[src/hw/dtfc_defs.svh]
// Offsets, field positions, codes, reset values and timing counts of the task-file block
`ifndef DTFC_DEFS_SVH
`define DTFC_DEFS_SVH
// ==========================================================================
// Register byte offsets on the Wishbone slave
`define DTFC_OFF_DATA 8'h00
`define DTFC_OFF_FEAT 8'h04
`define DTFC_OFF_SCNT 8'h08
`define DTFC_OFF_SNUM 8'h0c
`define DTFC_OFF_CYLL 8'h10
`define DTFC_OFF_CYLH 8'h14
`define DTFC_OFF_DEVH 8'h18
`define DTFC_OFF_CMD 8'h1c
`define DTFC_OFF_CFG 8'h20
`define DTFC_OFF_STATE 8'h24
// ==========================================================================
// Command and subcommand codes
`define DTFC_CMD_PMQ 8'he5
`define DTFC_CMD_RST 8'h08
`define DTFC_CMD_DL 8'h92
`define DTFC_CMD_DIAG 8'h90
`define DTFC_SUB_TEMP 8'h01
`define DTFC_SUB_SAVE 8'h07
// ==========================================================================
// Result values and field positions
`define DTFC_PM_STANDBY 8'h00
`define DTFC_PM_IDLE 8'h80
`define DTFC_PM_ACTIVE 8'hff
`define DTFC_ERR_ABRT 8'h04
`define DTFC_DEVH_DEV 8'h10
`define DTFC_DEV_BIT 4
`define DTFC_DIAG_PASS 8'h01
`define DTFC_SIG_SCNT 8'h01
`define DTFC_SIG_SNUM 8'h01
`define DTFC_SIG_CYLL 8'h00
`define DTFC_SIG_CYLH 8'h00
`define DTFC_CFG_RST 16'h00fc
`define DTFC_CFG_DROP_READY 10
// ==========================================================================
// Transfer and timing
`define DTFC_SECTOR_BYTES 512
`define DTFC_SECTOR_WORDS_LOG2 8
`define DTFC_CLK_MHZ 10
`define DTFC_STBY_TIME_US 100
`define DTFC_STBY_CYC (`DTFC_STBY_TIME_US * `DTFC_CLK_MHZ)
`endif

[src/hw/dtfc_pkg.sv]
// Types shared by the task-file command block
package dtfc_pkg;
	// ==========================================================================
	// Control flow
	typedef enum logic [3:0] {
		ST_IDLE = 4'b0001,
		ST_EXEC = 4'b0010,
		ST_DATA = 4'b0100,
		ST_CHECK = 4'b1000
	} dtfc_state_e;
	typedef enum logic [2:0] {
		OUT_IGNORE, OUT_ABORT, OUT_PM, OUT_RESET, OUT_DIAG, OUT_DL_DATA, OUT_DL_DONE
	} dtfc_out_e;
	typedef enum logic [1:0] {
		PWR_STANDBY = 2'b00, PWR_IDLE = 2'b01, PWR_ACTIVE = 2'b10, PWR_SLEEP = 2'b11
	} dtfc_pwr_e;
	// ==========================================================================
	// Carriers
	typedef struct packed {
		logic cyc;
		logic stb;
		logic we;
		logic [3:0] sel;
		logic [7:0] adr;
		logic [31:0] dat;
	} dtfc_wb_req_s;
	typedef struct packed {
		logic [5:0] rsvd;
		logic reject;
		logic fault;
		logic sub_save;
		logic sub_temp;
		logic dl_sup;
		logic rst_sup;
		logic pm_sup;
		logic [1:0] power;
		logic dev_id;
	} dtfc_cfg_s;
endpackage

[src/hw/dtfc_core.sv]
// Task-file command handling for power query, device reset, microcode and diagnostics
// Behaviour
// - On abort clear busy and data request, set ready, fault if faulted, error flag.
// - Power mode query leaves power state and standby timer untouched.
// - Query answers in count register: 00h standby, 80h idle, FFh active.
// - Power query and microcode download are aborted unless ready at command write.
// - Reset command 08h acts only on the addressed device.
// - Reset is accepted while busy, data request, not ready or asleep.
// - A supported reset never completes with an error indication.
// - Unsupported reset aborts when idle; busy case is left undefined.
// - After reset, error holds diagnostic code, registers hold signature, head bits zero.
// - Download length is sector number high byte and count low byte.
// - Zero count means no data phase; else whole 512-byte sectors.
// - Subcommand 01h applies code temporarily, 07h applies and keeps it.
// - Download aborts when unsupported, bad subcommand or data rejected.
// - Download may abort when the action cannot be completed.
// - Good download clears busy, fault, data request and error, sets ready.
// - Diagnostics command 90h ignores the device select bit.
// - Every present device runs diagnostics, selected or not.
// - Device 0 accepts diagnostics whatever the ready state.
`timescale 1ns/1ps
`include "dtfc_defs.svh"
module dtfc_core (
	input wire logic i_core_clk,
	input wire logic i_rst,
	input wire dtfc_pkg::dtfc_wb_req_s i_wb,
	output logic o_wb_ack,
	output logic [31:0] o_wb_dat
);
	import dtfc_pkg::*;

	// ==========================================================================
	// State
	dtfc_state_e state_reg, state_next;
	dtfc_out_e out_reg, dec_out;
	dtfc_cfg_s cfg_reg;
	dtfc_pwr_e power_reg;
	logic [15:0] stby_cnt_reg;
	logic [7:0] feat_reg, scnt_reg, snum_reg, cyll_reg, cylh_reg, devh_reg, err_reg;
	logic df_reg, errbit_reg, drdy_reg, temp_reg, saved_reg;
	logic ack_reg;
	logic [31:0] rdat_reg;
	logic wr, rd, bsy, drq, cmd_wr, word_wr, last_word, cmd_take;
	logic [7:0] pm_result;

	assign bsy = state_reg == ST_EXEC || state_reg == ST_CHECK;
	assign drq = state_reg == ST_DATA;

	// ==========================================================================
	// Wishbone slave: one wait state, write lands on the ack edge
	assign wr = i_wb.cyc && i_wb.stb && i_wb.we && ack_reg;
	assign rd = i_wb.cyc && i_wb.stb && !i_wb.we && !ack_reg;
	assign o_wb_ack = ack_reg;
	assign o_wb_dat = rdat_reg;

	always_ff @(posedge i_core_clk) begin
		if (i_rst) begin
			ack_reg <= 1'b0;
		end else begin
			ack_reg <= i_wb.cyc && i_wb.stb && !ack_reg;
		end
	end

	always_ff @(posedge i_core_clk) begin
		if (i_rst) begin
			rdat_reg <= 32'h00000000;
		end else if (rd) begin
			unique case (i_wb.adr)
				`DTFC_OFF_FEAT: rdat_reg <= {24'h000000, err_reg};
				`DTFC_OFF_SCNT: rdat_reg <= {24'h000000, scnt_reg};
				`DTFC_OFF_SNUM: rdat_reg <= {24'h000000, snum_reg};
				`DTFC_OFF_CYLL: rdat_reg <= {24'h000000, cyll_reg};
				`DTFC_OFF_CYLH: rdat_reg <= {24'h000000, cylh_reg};
				`DTFC_OFF_DEVH: rdat_reg <= {24'h000000, devh_reg};
				`DTFC_OFF_CMD: rdat_reg <= {24'h000000, bsy, drdy_reg, df_reg, 1'b0, drq,
					2'b00, errbit_reg};
				`DTFC_OFF_CFG: rdat_reg <= {16'h0000, cfg_reg[15:3], power_reg, cfg_reg.dev_id};
				`DTFC_OFF_STATE: rdat_reg <= {14'h0000, stby_cnt_reg, temp_reg, saved_reg};
				default: rdat_reg <= 32'h00000000;
			endcase
		end
	end

	// ==========================================================================
	// Command decode, sampled when the command code is written
	assign cmd_wr = wr && i_wb.sel[0] && i_wb.adr == `DTFC_OFF_CMD;
	assign word_wr = wr && i_wb.sel[0] && i_wb.adr == `DTFC_OFF_DATA && drq;

	dtfc_cmd_decode u_decode (
		.i_cmd(i_wb.dat[7:0]),
		.i_feat(feat_reg),
		.i_dev_sel(devh_reg[`DTFC_DEV_BIT]),
		.i_cfg(cfg_reg),
		.i_drdy(drdy_reg),
		.i_busy(bsy || drq),
		.i_count_zero({snum_reg, scnt_reg} == 16'h0000),
		.o_out(dec_out)
	);

	dtfc_xfer_count u_count (
		.i_core_clk(i_core_clk),
		.i_rst(i_rst),
		.i_load(state_reg == ST_EXEC && out_reg == OUT_DL_DATA),
		.i_sectors({snum_reg, scnt_reg}),
		.i_word(word_wr),
		.o_last(last_word)
	);

	// Reset and diagnostics cut into a running command; others are taken only when idle
	assign cmd_take = cmd_wr && dec_out != OUT_IGNORE &&
		(state_reg == ST_IDLE || dec_out == OUT_RESET || dec_out == OUT_DIAG);

	always_ff @(posedge i_core_clk) begin
		if (i_rst) begin
			out_reg <= OUT_IGNORE;
		end else if (cmd_take) begin
			out_reg <= dec_out;
		end
	end

	// ==========================================================================
	// Sequencing
	always_comb begin
		state_next = state_reg;
		unique case (state_reg)
			ST_IDLE: state_next = cmd_take ? ST_EXEC : ST_IDLE;
			ST_EXEC: state_next = (out_reg == OUT_DL_DATA) ? ST_DATA : ST_IDLE;
			ST_DATA: state_next = last_word ? ST_CHECK : ST_DATA;
			ST_CHECK: state_next = ST_IDLE;
		endcase
		if (cmd_take && state_reg != ST_IDLE) begin
			state_next = ST_EXEC;
		end
	end

	always_ff @(posedge i_core_clk) begin
		if (i_rst) begin
			state_reg <= ST_IDLE;
		end else begin
			state_reg <= state_next;
		end
	end

	// ==========================================================================
	// Configuration and power state
	always_ff @(posedge i_core_clk) begin
		if (i_rst) begin
			cfg_reg <= `DTFC_CFG_RST;
		end else if (wr && i_wb.adr == `DTFC_OFF_CFG && i_wb.sel[1:0] == 2'b11) begin
			cfg_reg <= dtfc_cfg_s'(i_wb.dat[15:0]);
		end
	end

	// Only activity other than the query restarts the standby timer
	always_ff @(posedge i_core_clk) begin
		if (i_rst) begin
			power_reg <= PWR_ACTIVE;
			stby_cnt_reg <= 16'h0000;
		end else if (wr && i_wb.adr == `DTFC_OFF_CFG && i_wb.sel[1:0] == 2'b11) begin
			power_reg <= dtfc_pwr_e'(i_wb.dat[2:1]);
			stby_cnt_reg <= 16'h0000;
		end else if (state_reg == ST_EXEC && out_reg != OUT_PM) begin
			stby_cnt_reg <= 16'h0000;
		end else if (power_reg == PWR_IDLE) begin
			if (stby_cnt_reg == 16'(`DTFC_STBY_CYC - 1)) begin
				power_reg <= PWR_STANDBY;
				stby_cnt_reg <= 16'h0000;
			end else begin
				stby_cnt_reg <= stby_cnt_reg + 16'h0001;
			end
		end
	end

	always_comb begin
		unique case (power_reg)
			PWR_STANDBY: pm_result = `DTFC_PM_STANDBY;
			PWR_IDLE: pm_result = `DTFC_PM_IDLE;
			default: pm_result = `DTFC_PM_ACTIVE;
		endcase
	end

	// ==========================================================================
	// Ready flag: software drops it, any completion raises it again
	always_ff @(posedge i_core_clk) begin
		if (i_rst) begin
			drdy_reg <= 1'b1;
		end else if ((state_reg == ST_EXEC && out_reg != OUT_DL_DATA) || state_reg == ST_CHECK) begin
			drdy_reg <= 1'b1;
		end else if (wr && i_wb.adr == `DTFC_OFF_CFG && i_wb.sel[1]) begin
			drdy_reg <= !i_wb.dat[`DTFC_CFG_DROP_READY] && i_wb.dat[2:1] != PWR_SLEEP;
		end
	end

	// ==========================================================================
	// Task-file registers and command results
	always_ff @(posedge i_core_clk) begin
		if (i_rst) begin
			feat_reg <= 8'h00;
			scnt_reg <= 8'h00;
			snum_reg <= 8'h00;
			cyll_reg <= 8'h00;
			cylh_reg <= 8'h00;
			devh_reg <= 8'h00;
		end else if (state_reg == ST_EXEC && (out_reg == OUT_RESET || out_reg == OUT_DIAG)) begin
			scnt_reg <= `DTFC_SIG_SCNT;
			snum_reg <= `DTFC_SIG_SNUM;
			cyll_reg <= `DTFC_SIG_CYLL;
			cylh_reg <= `DTFC_SIG_CYLH;
			devh_reg <= devh_reg & `DTFC_DEVH_DEV;
		end else if (state_reg == ST_EXEC && out_reg == OUT_PM) begin
			scnt_reg <= pm_result;
		end else if (wr && i_wb.sel[0] && state_reg == ST_IDLE) begin
			unique case (i_wb.adr)
				`DTFC_OFF_FEAT: feat_reg <= i_wb.dat[7:0];
				`DTFC_OFF_SCNT: scnt_reg <= i_wb.dat[7:0];
				`DTFC_OFF_SNUM: snum_reg <= i_wb.dat[7:0];
				`DTFC_OFF_CYLL: cyll_reg <= i_wb.dat[7:0];
				`DTFC_OFF_CYLH: cylh_reg <= i_wb.dat[7:0];
				`DTFC_OFF_DEVH: devh_reg <= i_wb.dat[7:0];
				default: feat_reg <= feat_reg;
			endcase
		end
	end

	// Rejected microcode is checked once the last word has landed
	always_ff @(posedge i_core_clk) begin
		if (i_rst) begin
			err_reg <= 8'h00;
			errbit_reg <= 1'b0;
			df_reg <= 1'b0;
		end else if (state_reg == ST_EXEC) begin
			unique case (out_reg)
				OUT_ABORT: begin
					err_reg <= `DTFC_ERR_ABRT;
					errbit_reg <= 1'b1;
					df_reg <= cfg_reg.fault;
				end
				OUT_RESET, OUT_DIAG: begin
					err_reg <= `DTFC_DIAG_PASS;
					errbit_reg <= 1'b0;
					df_reg <= 1'b0;
				end
				OUT_DL_DATA: err_reg <= err_reg;
				default: begin
					err_reg <= 8'h00;
					errbit_reg <= 1'b0;
					df_reg <= 1'b0;
				end
			endcase
		end else if (state_reg == ST_CHECK) begin
			err_reg <= cfg_reg.reject ? `DTFC_ERR_ABRT : 8'h00;
			errbit_reg <= cfg_reg.reject;
			df_reg <= cfg_reg.reject && cfg_reg.fault;
		end
	end

	// Applied microcode: temporary copy is lost on reset, saved copy kept
	always_ff @(posedge i_core_clk) begin
		if (i_rst) begin
			temp_reg <= 1'b0;
			saved_reg <= 1'b0;
		end else if ((state_reg == ST_EXEC && out_reg == OUT_DL_DONE) ||
			(state_reg == ST_CHECK && !cfg_reg.reject)) begin
			temp_reg <= 1'b1;
			saved_reg <= saved_reg || feat_reg == `DTFC_SUB_SAVE;
		end else if (state_reg == ST_EXEC && out_reg == OUT_RESET) begin
			temp_reg <= saved_reg;
		end
	end

	// ==========================================================================
	// Checks
	// Words taken in the data phase; only the checks read this count
	logic [23:0] word_cnt_reg;

	always_ff @(posedge i_core_clk) begin
		if (i_rst || state_reg == ST_EXEC) begin
			word_cnt_reg <= 24'h000000;
		end else if (word_wr) begin
			word_cnt_reg <= word_cnt_reg + 24'h000001;
		end
	end

	a_abort_status: assert property (@(posedge i_core_clk) disable iff (i_rst)
		state_reg == ST_EXEC && out_reg == OUT_ABORT |=>
		!bsy && !drq && drdy_reg && errbit_reg && err_reg == `DTFC_ERR_ABRT)
		else $error("abort left wrong status");
	a_query_power_kept: assert property (@(posedge i_core_clk) disable iff (i_rst)
		state_reg == ST_EXEC && out_reg == OUT_PM && power_reg == PWR_IDLE &&
		stby_cnt_reg < 16'h0384 |=> power_reg == PWR_IDLE &&
		stby_cnt_reg == $past(stby_cnt_reg) + 16'h0001)
		else $error("query disturbed the standby timer");
	a_query_result: assert property (@(posedge i_core_clk) disable iff (i_rst)
		state_reg == ST_EXEC && out_reg == OUT_PM |=>
		scnt_reg == ($past(power_reg) == PWR_STANDBY ? 8'h00 :
		($past(power_reg) == PWR_IDLE ? 8'h80 : 8'hff)))
		else $error("wrong power query result");
	a_pm_status: assert property (@(posedge i_core_clk) disable iff (i_rst)
		state_reg == ST_EXEC && out_reg == OUT_PM |=>
		!bsy && !drq && drdy_reg && !df_reg && !errbit_reg)
		else $error("power query left wrong status");
	a_not_ready_abort: assert property (@(posedge i_core_clk) disable iff (i_rst)
		cmd_wr && state_reg == ST_IDLE && !drdy_reg && devh_reg[4] == cfg_reg.dev_id &&
		(i_wb.dat[7:0] == 8'he5 || i_wb.dat[7:0] == 8'h92) |=> ##1 errbit_reg)
		else $error("command accepted while not ready");
	a_reset_other_dev: assert property (@(posedge i_core_clk) disable iff (i_rst)
		cmd_wr && i_wb.dat[7:0] == 8'h08 && devh_reg[4] != cfg_reg.dev_id |=>
		$stable(state_reg))
		else $error("reset taken by the wrong device");
	a_reset_taken: assert property (@(posedge i_core_clk) disable iff (i_rst)
		cmd_wr && i_wb.dat[7:0] == 8'h08 && cfg_reg.rst_sup &&
		devh_reg[4] == cfg_reg.dev_id |=> state_reg == ST_EXEC ##1 !errbit_reg &&
		err_reg == 8'h01 && devh_reg[3:0] == 4'h0 && !bsy)
		else $error("reset not completed as required");
	a_unsup_reset_abort: assert property (@(posedge i_core_clk) disable iff (i_rst)
		cmd_wr && state_reg == ST_IDLE && i_wb.dat[7:0] == 8'h08 && !cfg_reg.rst_sup &&
		devh_reg[4] == cfg_reg.dev_id |-> ##2 errbit_reg && err_reg == 8'h04 && !bsy)
		else $error("unsupported reset not aborted");
	a_bad_subcommand: assert property (@(posedge i_core_clk) disable iff (i_rst)
		cmd_wr && state_reg == ST_IDLE && i_wb.dat[7:0] == 8'h92 &&
		devh_reg[4] == cfg_reg.dev_id && feat_reg != 8'h01 && feat_reg != 8'h07 |->
		##2 errbit_reg && err_reg == 8'h04 && !bsy && !drq)
		else $error("reserved subcommand not aborted");
	a_whole_sectors: assert property (@(posedge i_core_clk) disable iff (i_rst)
		state_reg == ST_DATA && last_word |-> word_cnt_reg + 24'h000001 ==
		24'({8'h00, snum_reg, scnt_reg} << `DTFC_SECTOR_WORDS_LOG2))
		else $error("data phase length is not whole sectors");
	a_reject_abort: assert property (@(posedge i_core_clk) disable iff (i_rst)
		state_reg == ST_CHECK && cfg_reg.reject |=> !bsy && !drq && drdy_reg &&
		errbit_reg && err_reg == 8'h04 && df_reg == cfg_reg.fault)
		else $error("rejected download left wrong status");
	a_download_ok: assert property (@(posedge i_core_clk) disable iff (i_rst)
		state_reg == ST_CHECK && !cfg_reg.reject |=> !bsy && !drq && drdy_reg &&
		!df_reg && !errbit_reg && err_reg == 8'h00)
		else $error("good download left wrong status");
	a_zero_count: assert property (@(posedge i_core_clk) disable iff (i_rst)
		state_reg == ST_EXEC && out_reg == OUT_DL_DONE |=> state_reg == ST_IDLE &&
		!errbit_reg && !df_reg && temp_reg)
		else $error("zero-count download misbehaved");
	a_diag_runs: assert property (@(posedge i_core_clk) disable iff (i_rst)
		cmd_wr && i_wb.dat[7:0] == 8'h90 |=> state_reg == ST_EXEC ##1
		err_reg == 8'h01 && state_reg == ST_IDLE)
		else $error("diagnostics not run");
endmodule

[src/hw/dtfc_cmd_decode.sv]
// Command decode and acceptance check, sampled at the command write
`timescale 1ns/1ps
`include "dtfc_defs.svh"
module dtfc_cmd_decode (
	input wire logic [7:0] i_cmd,
	input wire logic [7:0] i_feat,
	input wire logic i_dev_sel,
	input wire dtfc_pkg::dtfc_cfg_s i_cfg,
	input wire logic i_drdy,
	input wire logic i_busy,
	input wire logic i_count_zero,
	output dtfc_pkg::dtfc_out_e o_out
);
	import dtfc_pkg::*;
	logic sub_ok;

	// ==========================================================================
	// Subcommand support
	assign sub_ok = (i_feat == `DTFC_SUB_TEMP && i_cfg.sub_temp) ||
		(i_feat == `DTFC_SUB_SAVE && i_cfg.sub_save);

	// ==========================================================================
	// Outcome
	always_comb begin
		o_out = OUT_IGNORE;
		if (i_cmd == `DTFC_CMD_DIAG) begin
			o_out = OUT_DIAG;
		end else if (i_dev_sel != i_cfg.dev_id) begin
			o_out = OUT_IGNORE;
		end else if (i_cmd == `DTFC_CMD_RST) begin
			if (i_cfg.rst_sup) begin
				o_out = OUT_RESET;
			end else begin
				// Busy case is undefined; leaving the device alone is safest
				o_out = i_busy ? OUT_IGNORE : OUT_ABORT;
			end
		end else if (i_busy) begin
			o_out = OUT_IGNORE;
		end else if (i_cmd == `DTFC_CMD_PMQ) begin
			o_out = (i_cfg.pm_sup && i_drdy) ? OUT_PM : OUT_ABORT;
		end else if (i_cmd == `DTFC_CMD_DL) begin
			if (!i_cfg.dl_sup || !i_drdy || !sub_ok) begin
				o_out = OUT_ABORT;
			end else begin
				o_out = i_count_zero ? OUT_DL_DONE : OUT_DL_DATA;
			end
		end else begin
			o_out = OUT_ABORT;
		end
	end
endmodule

[src/hw/dtfc_xfer_count.sv]
// Word counter for the microcode data phase
`timescale 1ns/1ps
`include "dtfc_defs.svh"
module dtfc_xfer_count (
	input wire logic i_core_clk,
	input wire logic i_rst,
	input wire logic i_load,
	input wire logic [15:0] i_sectors,
	input wire logic i_word,
	output logic o_last
);
	logic [23:0] rem_reg;

	// ==========================================================================
	// Whole sectors only, so the count is loaded in words
	always_ff @(posedge i_core_clk) begin
		if (i_rst) begin
			rem_reg <= 24'h000000;
		end else if (i_load) begin
			rem_reg <= 24'({8'h00, i_sectors} << `DTFC_SECTOR_WORDS_LOG2);
		end else if (i_word && rem_reg != 24'h000000) begin
			rem_reg <= rem_reg - 24'h000001;
		end
	end
	assign o_last = i_word && rem_reg == 24'h000001;
endmodule

[config.mk]
export PLATFORM = sky130hd
export DESIGN_NAME = dtfc_core
export DESIGN_NICKNAME = d
export VERILOG_FILES = /design/src/hw/dtfc_pkg.sv /design/src/hw/dtfc_core.sv /design/src/hw/dtfc_cmd_decode.sv /design/src/hw/dtfc_xfer_count.sv
export VERILOG_INCLUDE_DIRS = /design/src /design/src/hw
export SDC_FILE = /design/constraint.sdc
export NUM_CORES = 1
export LEC_CHECK = 0
export ABC_AREA = 1
export BUFFER_PORTS_ARGS = -buffer_cell sky130_fd_sc_hd__buf_4
export CORE_ASPECT_RATIO = 1.4
export CORE_MARGIN = 8
export CORE_UTILIZATION = 59
export DETAILED_ROUTE_END_ITERATION = 8
export PLACE_DENSITY = 0.83
export SYNTH_ARGS = -nofsm -noshare
export SYNTH_HDL_FRONTEND = slang
export SYNTH_SLANG_ARGS = --single-unit
[constraint.sdc]
create_clock -name i_core_clk -period 2.5 [get_ports i_core_clk]
set_input_delay 0.5 -clock i_core_clk [delete_from_list [all_inputs] [get_ports i_core_clk]]
set_output_delay 0.5 -clock i_core_clk [all_outputs]
set_load 0.02 [all_outputs]
Yosys cells after proc, flatten, opt, wreduce, memory -nomap -nowiden
Cells that the tools add are included.

Register bits after elaboration: 157. Input port bits: 49. Output and inout bits: 33. Word-level logic and storage cells: 204.

Add/subtract/negate cells: 2. Equality and inequality tests: 39. Multiplexer cells: 45. Bitwise operators: 2. Reductions and logical operators: 83.

Operators with widths (count): case mux 18 bit (9 select lines) (1); 2-to-1 mux 24 bit (2); 2-to-1 mux 8 bit (5); == test 8 x 5 -> 1 bit, second input constant (4); logical AND 1 bit (32); 2-to-1 mux 3 bit (10); == test 24 x 1 -> 1 bit, second input constant (1); == test 8 x 4 -> 1 bit, second input constant (3); == test 8 bit, second input constant (3); case mux 8 bit (3 select lines) (1); nonzero test 24 bit (1); subtractor 24 x 1 -> 24 bit, second input constant (1); AND reduction 3 bit (6); nonzero test 2 bit (9); adder 16 x 1 -> 16 bit, second input constant (1); == test 16 x 10 -> 1 bit, second input constant (1); == test 8 x 3 -> 1 bit, second input constant (2); == test 8 x 6 -> 1 bit, second input constant (2); logical NOT 16 bit (1); 2-to-1 mux 16 bit (1); 2-to-1 mux 2 bit (8); case mux 4 bit (4 select lines) (1); case mux 8 bit (2 select lines) (1); == test 3 bit, second input constant (4); other kinds (27) (70).

Depth between registers and ports, before layout
Depth after elaboration: 19. Mapped depth: 16. Mapped depth without buffers: 16.

Cells and area by module
A second synthesis with hierarchy kept.

Cell total of the unflattened synthesis: 1082. Area, all modules: 7493.4 sq um.

Modules (own cells, without submodules): dtfc_core (times used 1, cells each 761, area each 5476.5 sq um, seq. area each 2282.2 sq um); dtfc_xfer_count (times used 1, cells each 268, area each 1750.4 sq um, seq. area each 480.5 sq um); dtfc_cmd_decode (times used 1, cells each 53, area each 266.5 sq um, seq. area each 0.0 sq um).

Least setup slack after synthesis
No wires, ideal clock.

Kind: input to register. From: input port i_wb[46] (netlist bit). To: register u_count.rem_reg[16]. Library setup time: 0.109 ns. Data arrival time: 1.713 ns. Required time: 2.391 ns. Path slack: 0.679 ns. Stages on the path: 12. Path buffers: 1. Path through: nand2_1 nor2_4 nand2_2 nor2_1 nand3_1 clkinv_1 o21ai_4 buf_4 o211ai_1 o221ai_1 nand2_1 inv_1.

Word-level cells in the longest chain between the ends: 8.

RTL lines: from (decl) (line dtfc_core.sv:26) `input wire dtfc_pkg::dtfc_wb_req_s i_wb,`; logical AND 1 bit (3 in series) (line dtfc_core.sv:51) `assign wr = i_wb.cyc && i_wb.stb && i_wb.we && ack_reg;`; logical AND 1 bit (line dtfc_core.sv:87) `` assign word_wr = wr && i_wb.sel[0] && i_wb.adr == `DTFC_OFF_DATA && drq; ``; logical AND 1 bit (no source line); logical AND 1 bit (line dtfc_core.sv:87); logical AND 1 bit (line dtfc_xfer_count.sv:21) `end else if (i_word && rem_reg != 24'h000000) begin`; nonzero test 2 bit (no source line); to (signal assigned) (line dtfc_xfer_count.sv:20) `` rem_reg <= 24'({8'h00, i_sectors} << `DTFC_SECTOR_WORDS_LOG2); ``; to (signal assigned) (line dtfc_xfer_count.sv:22) `rem_reg <= rem_reg - 24'h000001;`; to (decl) (line dtfc_xfer_count.sv:12) `logic [23:0] rem_reg;`.

No other way between the ends. A chain may end at the register's enable or synchronous reset.

Worst setup path after layout
From: register u_count.rem_reg[0]. To: register u_count.rem_reg[13].

Word-level cells in the longest chain between the ends: 3. Elaborated cells between the ends (all ways): 6. Those cells by class: add/sub (1); mux (2); reduce/logical (3).

RTL lines (line): subtractor 24 x 1 -> 24 bit / nonzero test 24 bit (equally long branches) (dtfc_xfer_count.sv:22, dtfc_xfer_count.sv:21); 2-to-1 mux 24 bit / logical AND 1 bit (equally long branches) (dtfc_xfer_count.sv:21); 2-to-1 mux 24 bit / nonzero test 2 bit (equally long branches).

Parallel ways exist; a longest one is shown, timed or not. The select of a mux whose other input is x is not followed.

==> results by group <==
Die
  • Top-level I/O count: between 80 and 90
  • Core Area: between 10000 and 15000 sq um
  • Die area: ~16000 sq um
  • Die Height: ~140 microns
  • Starting density of the core: 0.599
  • Die X: about 110 microns
  • Row cnt: 47

Logic synthesis
  • Post-synthesis sequential area ratio: 0.388
  • Distinct cells, synth: between 50 and 60
  • Cell Area, Synth: roughly 7000 sq um
  • Area share of the largest cell type after synthesis: 0.388
  • Ys Warns: 0
  • Post-Syn Instances: between 900 and 1000
  • Seq cells post-synth: ~140
  • Synth area leader: dfxtp_1
  • Synthesized area per cell: roughly 7.3 sq um
  • Main area contributors after synthesis: dfxtp_1, nand2_1, a21oi_1

STA
  • Min cycle time layout: roughly 2.2 ns
  • Final Hold Viols: 0
  • Max Slew Vio Count: 0
  • Setup violators final: 0
  • Least-Margin Pin Slew: between 0.5 and 0.6 ns
  • Clock Skew: between 0.009 and 0.01 ns
  • RSZ-0062 raised after global routing: false
  • Hold WS: 0.337 ns
  • Setup TNS: 0 ns
  • Peak Freq: 0.446 GHz
  • Fin crit share: 0.896
  • Slew headroom: 0.622

GRT
  • Vias in the first global route: approximately 6600
  • Total global routing overflow: 0
  • Largest net degree at the start of global routing: 29
  • Global Route Usage Sum: 0.263
  • First-pass GRT wire length: 32800 microns
  • Initial antenna violation count: 0

Drt
  • Vias per cell: 5.79
  • DRT antenna net count: 0
  • Via count: 6894
  • Post-route DRC: 0
  • Drt initial violations: approximately 560
  • Drt total wl: 20400 microns
  • Met1 WL: roughly 7700 microns
  • Top sig layer: met4
  • DRT Pass-1 Iters: 6
  • Drt wl/cell: 17.1 microns
  • Met3 wire length: roughly 1300 microns
  • Met2 WL: 10300 microns

Power and ir drop
  • Power Total: around 4.7 mW
  • Leakage Power: around 3.5 nW
  • Power Dens Cells: roughly 580 nW/um^2
  • Max IR drop VDD: approximately 0.47 mV

Finish
  • Layout cells sized above 1: 0.169
  • Area Growth Syn to Fin: 15.5%
  • Nets: 1082
  • Diode count: 0
  • Largest register FFs: 24

Worst setup path
  • R2R Setup Slk: approximately 0.26 ns
  • WS Path Type: flop to flop
  • Reg-to-reg endpoint: u_count.rem_reg[13]$_SDFFE_PP0P_
  • Reg2reg path depth: 14
  • Worst setup SP type: flop
  • Cell mode on critical path: inv_1
  • Req. time, crit path: 2.82 ns
  • Crit. End Element: flop
  • CP Cell Sequence: inv_1 > ha_1 > inv_1 > nor2_4 > nand2_4 > nor2_8 > nand2_4 > o21ai_4 > inv_2 > nand2_1 > xor2_1 > nand2_1 > o211ai_1 > inv_1
  • Critical R2R Launch: u_count.rem_reg[0]$_SDFFE_PP0P_
  • Max incr delay on CP: 0.33 ns
  • Worst path slowest cell: dfxtp_1
  • CP Max Fanout: 12
  • Critical Path AT: ~2.6 ns

Clock tree
  • Post-CTS Setup Bufs: 0
  • CTS tree: yes
  • H-tree levels: 4
  • CTS buffer count: 17
  • Clock Latency Late Sink: 0.43 ns
  • Post-CTS Hold Buffers: 0
  • CTS max path bufs: 2
  • Clock sink total: about 140
  • Clock transition at path regs: about 0.060 ns
  • CTS root buffer: clkbuf_16
  • Post_cts resized: 0

Min path
  • Hold Crit Start: i_wb[15]
  • Worst min-delay path category: input port to flop
  • WHS Endpoint: cfg_reg[15]$_SDFFE_PP0P_
  • Worst hold path cell count: 3

Run status
  • Status: complete, no violations

Job
  • Max-cap viol count: 0

Placement
  • DPL Wire Length: around 15000 microns
  • Placer Congestion: around 0.99
  • Port bufs: 49
==> cells by family after synthesis <==
family	synth area share
adder cells (fa/ha/maj)	0.00536
AO/OA/AOI/OAI	0.203
buffers and inverters	0.107
AND/OR/NAND/NOR	0.280
flip-flops	0.388
other	0.000535
XOR/XNOR	0.0162
==> synth_stat cells, drive strengths merged <==
master and count:
dfxtp 136, nand4 16, clkinv 3, o211ai 10, nor2 109, nand2 185
a211oi 10, o31ai 1, a311oi 2, xnor2 3, conb 1, clkbuf 12
o221ai 5, a41oi 1, a31o 2, buf 27, or2 1, xor2 10
nand3b 1, o22ai 18, nor4 10, nor3 28, o21ai 73, o21a 2
o21bai 1, nor3b 4, inv 132, a221oi 11, ha 3, a21oi 95
a31oi 11, o2bb2ai 1, nand3 40
==> power breakdown <==
part	switching [mW]	leakage, nW	total (mW)	internal, mW
Combinational	0.136	2.16	0.193	0.0569
Sequential	0.00105	1.10	2.17	2.17
Clock	1.03	0.265	2.35	1.31
Total	1.17	3.52	4.71	3.54
==> through the flow <==
step	util	std cells	instance area, sq um	worst slack [ns]
2_1_floorplan	-	977	7060	0.679
3_3_place_gp	0.645	1158	7550	0.310
3_5_place_dp	0.645	1158	7550	0.274
4_1_cts	0.692	1190	8100	0.288
5_1_grt	0.692	1190	8100	0.0406
6_report	0.692	1190	8100	0.260
==> cells in the final DEF (no fill, tap or decap), drive strengths merged <==
cell,n
a311oi,2
a31o,2
inv,139
nand3,40
o22ai,18
or2,1
nor3,28
nor3b,4
dfxtp,136
nor4,10
o2bb2ai,1
o21bai,1
nor2,109
conb,14
a21oi,95
a211oi,10
o221ai,5
clkinv,7
a41oi,1
o21ai,73
a31oi,11
nand2,185
buf,73
o211ai,10
o21a,2
ha,3
nand4,16
clkinvlp,3
nand3b,1
clkbuf,18
xnor2,3
o31ai,1
xor2,10
a221oi,11
==> how the worst max path moves through the flow <==
| stage | from | end | slack (ns) |
|---|---|---|---|
| after floorplan | i_wb[46] | u_count.rem_reg[16]$_SDFFE_PP0P_ | 0.68 |
| final | u_count.rem_reg[0]$_SDFFE_PP0P_ | u_count.rem_reg[13]$_SDFFE_PP0P_ | 0.26 |
| after CTS | u_count.rem_reg[0]$_SDFFE_PP0P_ | u_count.rem_reg[13]$_SDFFE_PP0P_ | 0.29 |
| after global placement | i_wb[5] | out_reg[0]$_SDFFE_PP0N_ | 0.31 |
| after global routing | u_count.rem_reg[0]$_SDFFE_PP0P_ | u_count.rem_reg[13]$_SDFFE_PP0P_ | 0.04 |
| after detailed placement | i_wb[46] | cyll_reg[3]$_SDFFE_PP0P_ | 0.27 |
==> final cells by class <==
type                            instances  area [sq um]
Clock buffer                           18           439
Clock inverter                         14           111
Fill cell                             985          3600
Inverter                              135           507
Multi-Input combinational cell        667          3590
Sequential cell                       136          2720
Tap cell                              147           184
Timing Repair Buffer                   73           548
==> layer usage <==
metal / GRT usage / up-vias
li1: - / 3338
met3: 0.0559 / 86
met2: 0.447 / 294
met1: 0.294 / 3176
met4: 0.144 / 0
met5: 0 / -
==> worst max-delay path, delay by kind of cell, from the launching register on <==
family / cells / cell delay, ns
AND/OR/NAND/NOR: 6 / 0.61
XOR/XNOR: 1 / 0.15
flip-flops: 1 / 0.33
buffers and inverters: 4 / 0.47
adder cells (fa/ha/maj): 1 / 0.19
AO/OA/AOI/OAI: 2 / 0.39
Power figures use the tool's default switching activity.
